==> src/common/sdi_regs.svh <==
// Constants for the serial audio input stage of the digital-audio transmitter.
// Assumes inclusion by bare name from both ends and the package.
`ifndef SDI_REGS_SVH
`define SDI_REGS_SVH
`define SDI_FMT_LJ        2'h0
`define SDI_FMT_I2S       2'h1
`define SDI_FMT_RJ        2'h2
`define SDI_FMT_RESET     2'h1
`define SDI_WID_16        2'h0
`define SDI_WID_18        2'h1
`define SDI_WID_20        2'h2
`define SDI_WID_24        2'h3
`define SDI_SLOTS_PER_CH  6'h20
`define SDI_SAMPLE_BITS   24
`define SDI_CLK_PERIOD_NS 25
`define SDI_BCLK_PERIOD_NS 200
`define SDI_BCLK_HALF     ((`SDI_BCLK_PERIOD_NS / 2) / `SDI_CLK_PERIOD_NS)
`endif

==> src/common/sdi_pkg.sv <==
// Types shared by both ends of the serial audio input link.
// Assumes sdi_regs.svh on the include path.
`include "sdi_regs.svh"
package sdi_pkg;
    typedef logic [1:0]                    sdi_fmt_t;
    typedef logic [1:0]                    sdi_wid_t;
    typedef logic [`SDI_SAMPLE_BITS-1:0]   sdi_sample_t;
endpackage : sdi_pkg

==> src/common/sdi_link_if.sv <==
// Serial audio link: bit clock, channel-select clock and serial data.
// Assumes the source end drives all three lines and the sink only samples.
`timescale 1ns/1ps
interface sdi_link_if;
    logic bit_clk;
    logic chan_sel;
    logic serial_sample_in;
    modport source (output bit_clk, output chan_sel, output serial_sample_in);
    modport sink   (input bit_clk, input chan_sel, input serial_sample_in);
endinterface : sdi_link_if

==> src/hw/sdi_sink.sv <==
// Serial audio input stage: captures left and right samples from the link.
// Assumes the link lines are asynchronous to core_clk and slower than it by 4x or more.
// Functional notes
// - Accept LJ, I2S, RJ at 16/18/20/24 bits.
// - Reset selects I2S format.
// - LJ and RJ: select high means left.
// - I2S: select low means left.
// - Sample data and select on bit-clock rise.
// - RJ MSB at slot 12 (20b), 16 (16b).
// - RJ sample ends just before next transition.
// - I2S MSB one slot after transition.
// - LJ MSB in first slot after transition.
`timescale 1ns/1ps
`include "sdi_regs.svh"
module sdi_sink (
    // Clock and reset
    input  wire logic                core_clk,
    input  wire logic                nrst,
    // Configuration
    input  wire sdi_pkg::sdi_fmt_t   fmt_sel,
    input  wire logic                fmt_override,
    input  wire sdi_pkg::sdi_wid_t   wid_sel,
    // Link
    sdi_link_if.sink                 link,
    // Sample output towards the transmitter core
    output logic                     smp_valid,
    input  wire logic                smp_ready,
    output sdi_pkg::sdi_sample_t     smp_data,
    output logic                     smp_left
);
    logic [1:0] bclk_s_reg, lr_s_reg, sd_s_reg;
    logic       bclk_d_reg;
    logic       lr_prev_reg, lr_prev_next;
    logic [5:0] slot_reg, slot_next;
    sdi_pkg::sdi_sample_t shift_reg, shift_next;
    logic [4:0] left_reg, left_next;
    logic       cur_left_reg, cur_left_next;
    logic       wr_valid;
    sdi_pkg::sdi_sample_t wr_data;
    logic       wr_left;
    logic       wr_ready;
    sdi_pkg::sdi_fmt_t fmt;
    logic [5:0] width, first_slot;
    logic       rise, lr_now, edge_lr, in_word;

    // Two stages on every link line before any logic looks at it.
    always_ff @(posedge core_clk or negedge nrst) begin
        if (!nrst) begin
            bclk_s_reg <= 2'h0;
            lr_s_reg   <= 2'h0;
            sd_s_reg   <= 2'h0;
            bclk_d_reg <= 1'b0;
        end else begin
            bclk_s_reg <= {bclk_s_reg[0], link.bit_clk};
            lr_s_reg   <= {lr_s_reg[0], link.chan_sel};
            sd_s_reg   <= {sd_s_reg[0], link.serial_sample_in};
            bclk_d_reg <= bclk_s_reg[1];
        end
    end

    always_comb begin
        fmt = fmt_override ? fmt_sel : `SDI_FMT_RESET;
        unique case (wid_sel)
            `SDI_WID_16: width = 6'd16;
            `SDI_WID_18: width = 6'd18;
            `SDI_WID_20: width = 6'd20;
            default:     width = 6'd24;
        endcase
        unique case (fmt)
            `SDI_FMT_I2S: first_slot = 6'd1;
            `SDI_FMT_RJ:  first_slot = `SDI_SLOTS_PER_CH - width;
            default:      first_slot = 6'd0;
        endcase
    end

    // Data and select are all synchronised by equal depth, so they line up with the edge.
    assign rise    = bclk_s_reg[1] & ~bclk_d_reg;
    assign lr_now  = lr_s_reg[1];
    assign edge_lr = lr_now != lr_prev_reg;

    always_comb begin
        lr_prev_next  = lr_prev_reg;
        slot_next     = slot_reg;
        shift_next    = shift_reg;
        left_next     = left_reg;
        cur_left_next = cur_left_reg;
        wr_valid      = 1'b0;
        wr_data       = shift_reg;
        wr_left       = cur_left_reg;
        in_word       = 1'b0;
        if (rise) begin
            lr_prev_next = lr_now;
            if (edge_lr) begin
                slot_next = 6'h0;
                left_next = width[4:0];
                // The I2S select is inverted relative to LJ and RJ.
                cur_left_next = (fmt == `SDI_FMT_I2S) ? ~lr_now : lr_now;
            end else if (slot_reg != 6'h3f) begin
                slot_next = slot_reg + 6'h1;
            end
            in_word = (slot_next >= first_slot) && (slot_next < first_slot + width);
            if (in_word && left_next != 5'h0) begin
                shift_next = {shift_reg[`SDI_SAMPLE_BITS-2:0], sd_s_reg[1]};
                left_next  = left_next - 5'h1;
                if (left_next == 5'h0) begin
                    // A short word is left-aligned in the 24-bit sample.
                    wr_valid = 1'b1;
                    wr_data  = sdi_pkg::sdi_sample_t'(
                               {shift_reg[`SDI_SAMPLE_BITS-2:0], sd_s_reg[1]}
                               << (6'd24 - width));
                    wr_left  = cur_left_next;
                end
            end
        end
    end

    always_ff @(posedge core_clk or negedge nrst) begin
        if (!nrst) begin
            lr_prev_reg  <= 1'b0;
            slot_reg     <= 6'h3f;
            shift_reg    <= '0;
            left_reg     <= 5'h0;
            cur_left_reg <= 1'b0;
        end else begin
            lr_prev_reg  <= lr_prev_next;
            slot_reg     <= slot_next;
            shift_reg    <= shift_next;
            left_reg     <= left_next;
            cur_left_reg <= cur_left_next;
        end
    end

    // Two-entry buffer; a word arriving while full is dropped, since the link cannot stall.
    logic [1:0] cnt_reg, cnt_next;
    logic       rd_reg, rd_next, wp_reg, wp_next;
    sdi_pkg::sdi_sample_t ent_data [2];
    logic       ent_side [2];
    logic       push, pop;
    assign wr_ready  = cnt_reg != 2'h2;
    assign push      = wr_valid & wr_ready;
    assign smp_valid = cnt_reg != 2'h0;
    assign pop       = smp_valid & smp_ready;
    assign smp_data  = ent_data[rd_reg];
    assign smp_left  = ent_side[rd_reg];

    always_comb begin
        cnt_next = cnt_reg + {1'b0, push} - {1'b0, pop};
        rd_next  = pop ? ~rd_reg : rd_reg;
        wp_next  = push ? ~wp_reg : wp_reg;
    end

    always_ff @(posedge core_clk or negedge nrst) begin
        if (!nrst) begin
            cnt_reg <= 2'h0;
            rd_reg  <= 1'b0;
            wp_reg  <= 1'b0;
        end else begin
            cnt_reg <= cnt_next;
            rd_reg  <= rd_next;
            wp_reg  <= wp_next;
        end
    end

    // Only the entry under the write pointer loads, so a pending word is never overwritten.
    for (genvar e = 0; e < 2; e++) begin : g_entry
        sdi_pkg::sdi_sample_t word_reg, word_next;
        logic                 side_bit_reg, side_bit_next;
        logic                 load;
        assign load = push && (wp_reg == 1'(e));
        always_comb begin
            word_next     = load ? wr_data : word_reg;
            side_bit_next = load ? wr_left : side_bit_reg;
        end
        always_ff @(posedge core_clk or negedge nrst) begin
            if (!nrst) begin
                word_reg     <= '0;
                side_bit_reg <= 1'b0;
            end else begin
                word_reg     <= word_next;
                side_bit_reg <= side_bit_next;
            end
        end
        assign ent_data[e] = word_reg;
        assign ent_side[e] = side_bit_reg;
    end
endmodule : sdi_sink

==> src/flat_wrapper.sv <==
// flat-port wrapper written by rule: the top's interface ports become plain ports
module sdi_sink_flat 
  (core_clk, nrst, fmt_sel, fmt_override, wid_sel, smp_valid, smp_ready, smp_data, smp_left, link_bit_clk, link_chan_sel, link_serial_sample_in);
  sdi_link_if link_i ();
  input  wire logic core_clk;
  input  wire logic nrst;
  input  wire sdi_pkg::sdi_fmt_t fmt_sel;
  input  wire logic fmt_override;
  input  wire sdi_pkg::sdi_wid_t wid_sel;
  output logic smp_valid;
  input  wire logic smp_ready;
  output sdi_pkg::sdi_sample_t smp_data;
  output logic smp_left;
  input wire logic [$bits(link_i.bit_clk)-1:0] link_bit_clk;
  input wire logic [$bits(link_i.chan_sel)-1:0] link_chan_sel;
  input wire logic [$bits(link_i.serial_sample_in)-1:0] link_serial_sample_in;
  assign link_i.bit_clk = link_bit_clk;
  assign link_i.chan_sel = link_chan_sel;
  assign link_i.serial_sample_in = link_serial_sample_in;
  sdi_sink u_core (.core_clk(core_clk), .nrst(nrst), .fmt_sel(fmt_sel), .fmt_override(fmt_override), .wid_sel(wid_sel), .link(link_i), .smp_valid(smp_valid), .smp_ready(smp_ready), .smp_data(smp_data), .smp_left(smp_left));
endmodule
==> config.mk <==
export PLATFORM = sky130hd
export DESIGN_NAME = sdi_sink_flat
export DESIGN_NICKNAME = d
export VERILOG_FILES = /design/src/common/sdi_pkg.sv /design/src/common/sdi_link_if.sv /design/src/hw/sdi_sink.sv /design/src/flat_wrapper.sv
export VERILOG_INCLUDE_DIRS = /design/src /design/src/common
export SDC_FILE = /design/constraint.sdc
export NUM_CORES = 1
export LEC_CHECK = 0
export BUFFER_PORTS_ARGS = -buffer_cell sky130_fd_sc_hd__buf_2
export CAP_MARGIN = 0
export CORE_ASPECT_RATIO = 0.5
export CORE_MARGIN = 2
export CORE_UTILIZATION = 40
export DETAILED_ROUTE_END_ITERATION = 12
export GPL_TIMING_DRIVEN = 0
export HOLD_SLACK_MARGIN = 0.12
export PLACE_DENSITY = 0.56
export SETUP_SLACK_MARGIN = 0.15
export SYNTH_ARGS = -nofsm -noshare
export SYNTH_HDL_FRONTEND = slang
export SYNTH_SLANG_ARGS = --single-unit
==> constraint.sdc <==
create_clock -name core_clk -period 5.6 [get_ports core_clk]
set_input_delay 1.12 -clock core_clk [delete_from_list [all_inputs] [get_ports core_clk]]
set_output_delay 1.12 -clock core_clk [all_outputs]
set_load 0.02 [all_outputs]
# Word-level counts from Yosys, hierarchy flattened
# Index checks and enable logic that the tools add are counted.
# totals
reg_bits,98
in_bits,11
output_inout_bits,26
word_cells,77
# classes
addsub,7
magnitude_cmp,3
n_eq_ne,7
shift,1
n_mux,26
n_bitwise,8
reduce_logical,9
# op_table
cell,n
$mux W24,6
$shl A24 B6 Y24,1
$mux W6,3
$mux W5,3
$pmux W4 S3,1
$pmux W6 S2,1
$mux W1,11
$add A6 B1 Y6 const B,1
$add A6 B5 Y6,1
$ge A6 B6 Y1,1
$lt A6 B6 Y1,1
$ne A6 B6 Y1 const B,1
$sub A5 B5 Y6 const A,1
$sub A6 B5 Y6 const A,1
$logic_not A5 Y1,1
$reduce_bool A5 Y1,1
$sub A5 B1 Y5 const B,1
$eq A2 B1 Y1 const B,2
$eq A2 B2 Y1 const B,2
$logic_and A1 B1 Y1,4
$not A1 Y1,4
$and A1 B1 Y1,3
$add A2 B1 Y2,1
$ge A2 B2 Y1 const B,1
other kinds (8),8

# Logic depth before layout (Yosys ltp)
# depth
word_depth,13
depth_mapped,18
ltp_nobuf,16

# Least setup slack after synthesis
# No wires, ideal clock.
# synth_timing
path_kind,input to register
from,input port wid_sel[1]
to,register u_core.g_entry[0].side_bit_reg
setup_ps,125
arrival_ps,5058
t_required_ps,5475
slack_ps,417
path_stages,17
path_buffers,4
path_cell_list,inv_1 > ha_1 > clkbuf_1 > buf_1 > clkbuf_1 > nand2_1 > o21ai_0 > ha_1 > inv_1 > ha_1 > o21ai_0 > a21oi_1 > o31ai_1 > nand4_4 > a2111oi_4 > buf_6 > mux2_4
# synth_between
elab_chain_cells,12
word_cells_on_any_way,24
cone_classes,add/sub: 3; order compare: 2; eq/ne: 2; mux: 10; bitwise: 1; reduce/logical: 6
# synth_rtl
item,line_no,text
"start, declared",flat_wrapper.sv:9,input wire sdi_pkg::sdi_wid_t wid_sel;
"$eq A2 B2 Y1, or another cell as far along",sdi_sink.sv:63,unique case (wid_sel)
$pmux W4 S3 (*),sdi_sink.sv:63,
$sub A6 B5 Y6 (no line),n/a,
$pmux W6 S2,sdi_sink.sv:69,unique case (fmt)
$add A6 B5 Y6,sdi_sink.sv:101,in_word = (slot_next >= first_slot) && (slot_next < first_slot + width);
$lt A6 B6 Y1,sdi_sink.sv:101,
$logic_and A1 B1 Y1,sdi_sink.sv:101,
$logic_and A1 B1 Y1,sdi_sink.sv:102,if (in_word && left_next != 5'h0) begin
$mux W1,sdi_sink.sv:102,
$mux W1,sdi_sink.sv:91,if (rise) begin
$and A1 B1 Y1,sdi_sink.sv:140,assign push = wr_valid & wr_ready;
$logic_and A1 B1 Y1,sdi_sink.sv:169,assign load = push && (wp_reg == 1'(e));
"end signal, assigned",sdi_sink.sv:180,side_bit_reg <= side_bit_next;
"end, declared",sdi_sink.sv:167,"logic side_bit_reg, side_bit_next;"
# Mark *: on every way between the ends. The rest lies on a longest branch, timed or not. The select of a mux whose other input is x is not followed.
# A chain may end at the register's enable or synchronous reset.

# Worst setup path in the final report
# layout_timing
from,input port wid_sel[0]
to,register u_core.g_entry[0].word_reg[23]
# layout_between
elab_chain_cells,12
word_cells_on_any_way,26
cone_classes,add/sub: 4; order compare: 2; eq/ne: 2; shift: 1; mux: 10; bitwise: 1; reduce/logical: 6
# layout_rtl
item,line_no,text
"$eq A2 B2 Y1, or another cell as far along",sdi_sink.sv:63,
$pmux W4 S3 (*),sdi_sink.sv:63,
$sub A6 B5 Y6 (no line),n/a,
$pmux W6 S2,sdi_sink.sv:69,
$add A6 B5 Y6,sdi_sink.sv:101,
$lt A6 B6 Y1,sdi_sink.sv:101,
$logic_and A1 B1 Y1,sdi_sink.sv:101,
$logic_and A1 B1 Y1,sdi_sink.sv:102,
$mux W1,sdi_sink.sv:102,
$mux W1,sdi_sink.sv:91,
$and A1 B1 Y1,sdi_sink.sv:140,
$logic_and A1 B1 Y1,sdi_sink.sv:169,
"end signal, assigned",sdi_sink.sv:179,word_reg <= word_next;
"end, declared",sdi_sink.sv:166,"sdi_pkg::sdi_sample_t word_reg, word_next;"
# Marks and branches as above.

==> flow_summary.toml <==
[synthesis]
avgSynthCellArea_um2 = 12.5
ys.flop_type = "dfrtp_1"
synthArstFlopShare_pct = 100
synth_edf_count = 0
syn-instance-count = 464
synth_cell_types = 49
ys_ff_latch = 97
synth_top_area_share_pct = 39.1
ys_warn_count = 0
synth-seq-area-share_pct = 41.8
synth_area_leaders = "dfrtp_1 (39%), mux2_2 (12%), mux2_4 (10%)"
synth_top_cell_by_area = "dfrtp_1"
netlist_area_um2 = 5820
syn_nets = 499

[placement]
io_buffers = 36
dp_hpwl_um = 9000
pre_cts_ws_ns = -0.712
place_congestion = 0.841

[cts]
htree_num_levels = 3
post_cts_buffers = 0
cts.reportedPaths.clkPinSlew_ns = 0.07
worstSkewPairLatency_ns = 0.35
clockRootBuffer = "clkbuf_16"
cts_tree = "done"
cts-buffers-inserted = 9
clockBufferDepth = 2
cts_sinks = 97

[global_routing]
grt_use_total_pct = 16.7
grt_max_degree = 72
grt_pass1_vias = 3638
antenna_found_initial = 0
grt_pass1_wl_um = 19900
grt.overflow.total = 0

[worst_setup_path]
crit_type = "input pin to register"
critPathLaunchType = "input pin"
crit_chain = "buf_2, inv_1, ha_1, clkbuf_1, clkbuf_1, nand2_1, nor2_1, or3_1, nand2_1, ha_1, o21ai_0, a21oi_1, o31ai_2, nand4_4, a2111oi_4, buf_6, mux2_4"
crit_fanout = 10
critPathArrivalTime_ns = 5.28
critPathCaptureType = "register"
cp_slowest_cell = "a2111oi_4"
required_ns = 5.83
slowest_delay_ns = 0.64

[layout]
layout_common_cells = "dfrtp_1 (91), mux2_2 (61), buf_2 (41)"
n_antenna_cell = 0
drive_above_1_share_pct = 38.3
final_common_cell = "dfrtp_1"
largest_register_ffs = 48
nNetsFinal = 546
syn2layout_area_growth_pct = 12.7

[power]
sw_frac_of_total_pct = 34.8
internal_power_uw = 1450
comb_power_share_pct = 31.8
power.density_nw_per_um2 = 339
ir_drop_v = 0.000140
p_seq_share_pct = 41.6
total_power_uw = 2220
p_clk_share_pct = 26.6
p_switching_uw = 773
leakagePower_uw = 0.00304

[timing]
slew_viol_final = 0
fin_tns_setup_ns = 0
maxSlewHeadroom_pct = 46.2
worst_pin_slew_ns = 0.798
hold_viol = 0
fmax_mhz = 198
skew_ns = 0.00994
hold_slack_ns = 0.349
rsz0062_at_grt = "no"
worst_slack_ns = 0.555
fin_crit_ns = 5.05
finalSetupViolCount = 0
fin_crit_sh_pct = 90.1

[drt]
viasPerCell = 5.14
route.detailed.drc = 0
wl_per_cell_um = 17.1
vias = 3666
final_antenna_net_count = 0
drt-initial-drc-count = 263
routed_wl_um = 12200
drtPass1Iterations = 4

[status]
status = "complete, no violations"

[floorplanning]
rows = 31
initial_core_util_pct = 40.5
io_pins = 37
core_area_um2 = 14400
die-area_um2 = 15600
die_x_um = 175
die_y_um = 89.3

[flow_run]
maxCapViolCount = 0

[worst_hold_path]
hold_class = "register to register"
-- final timing paths --
check | start | slack, ns | end | cells past startpoint
setup / recovery | wid_sel[0] | 0.55 | u_core.g_entry[0].word_reg[23]$_DFFE_PN0P_ | 17
hold / removal | u_core.lr_s_reg[0]$_DFF_PN0_ | 0.35 | u_core.lr_s_reg[1]$_DFF_PN0_ | 0
setup reg to reg | u_core.lr_prev_reg$_DFFE_PN0P_ | 1.48 | u_core.g_entry[0].word_reg[23]$_DFFE_PN0P_ | 12
hold reg to reg | u_core.lr_s_reg[0]$_DFF_PN0_ | 0.35 | u_core.lr_s_reg[1]$_DFF_PN0_ | 0
max in group asynchronous | nrst | 4.22 | u_core.g_entry[1].word_reg[12]$_DFFE_PN0P_ | 2
min in group asynchronous | nrst | 0.69 | u_core.lr_prev_reg$_DFFE_PN0P_ | 1
-- cell usage after synthesis, types with 2 or more instances --
cell       number
a31oi_1         3
xnor2_1         6
nand2b_1        9
a21oi_1         8
ha_1           24
o31ai_1         3
inv_1          13
a211oi_1        7
nand3_1         4
o21a_1          2
a22o_1          5
mux4_2         16
and2_1          6
mux2i_1        22
xor2_1          4
nor2b_1         7
nor3_1          9
dfstp_2         6
nand2_1        28
dfrtp_1        91
or3_1           2
buf_6           4
nand4_1         2
buf_1           3
clkbuf_1       14
buf_2           5
nor2_1         28
mux2_2         61
o21ai_0        11
a2111oi_4       2
mux2_4         40
or2_2           2
-- cell families (layout without fill, tap and decap cells) --
logic type	Yosys count	count (layout)	share of synthesized area (%)
multiplexers	139	139	32.1
AND/OR/NAND/NOR	103	103	8.88
flip-flops	97	97	41.8
AO/OA/AOI/OAI	50	50	6.62
buffers and inverters	39	90	3.14
adder cells (fa/ha/maj)	24	24	5.16
XOR/XNOR	12	12	2.26
-- power groups by stage --
stage	Sequential, uW	Clock, uW	Combinational [uW]
6_report	925	591	708
5_1_grt	946	643	779
4_1_cts	925	614	714
3_5_place_dp	937	0	710
3_3_place_gp	935	0	701
2_1_floorplan	896	0	549
-- worst max-delay path, delay by kind of cell --
family	cells	cell delay (ns)
muxes	1	0.32
buffers and inverters	5	1.35
adders and majority gates	2	0.55
and+or+nand+nor	5	0.72
AOI/OAI and AO/OA	4	1.20
-- stage by stage --
step | cells | utilization [%] | area [um^2]
after floorplan | 464 | - | 5820
after global placement | 698 | 43.5 | 6250
after detailed placement | 699 | 43.7 | 6280
after CTS | 713 | 45.6 | 6550
after global routing | 713 | 45.7 | 6560
final | 713 | 45.7 | 6560
-- final cells by class --
cell class | instances | area [um^2]
Clock inverter | 6 | 51.3
Clock buffer | 9 | 225
Timing Repair Buffer | 37 | 210
Buffer | 25 | 131
Tap cell | 198 | 248
Fill cell | 1338 | 7790
Inverter | 13 | 48.8
Sequential cell | 97 | 2430
Multi-Input combinational cell | 328 | 3210
-- layer usage --
layer / GRT usage [%] / part of all wire, % / wire length [um]
met1: 24.4 / 52 / 6330
met5: 0 / 0 / 0
met3: 4.00 / 3.9 / 475
met2: 25.4 / 44 / 5320
met4: 3.64 / 0.57 / 70
-- repair_timing --
action,CTS,global route
gates resized for setup,1,1
pin swaps,1,1
hold buffers,0,0
endpoints found under the setup margin,51,50
No activity file was read; power rests on OpenSTA's default activity.
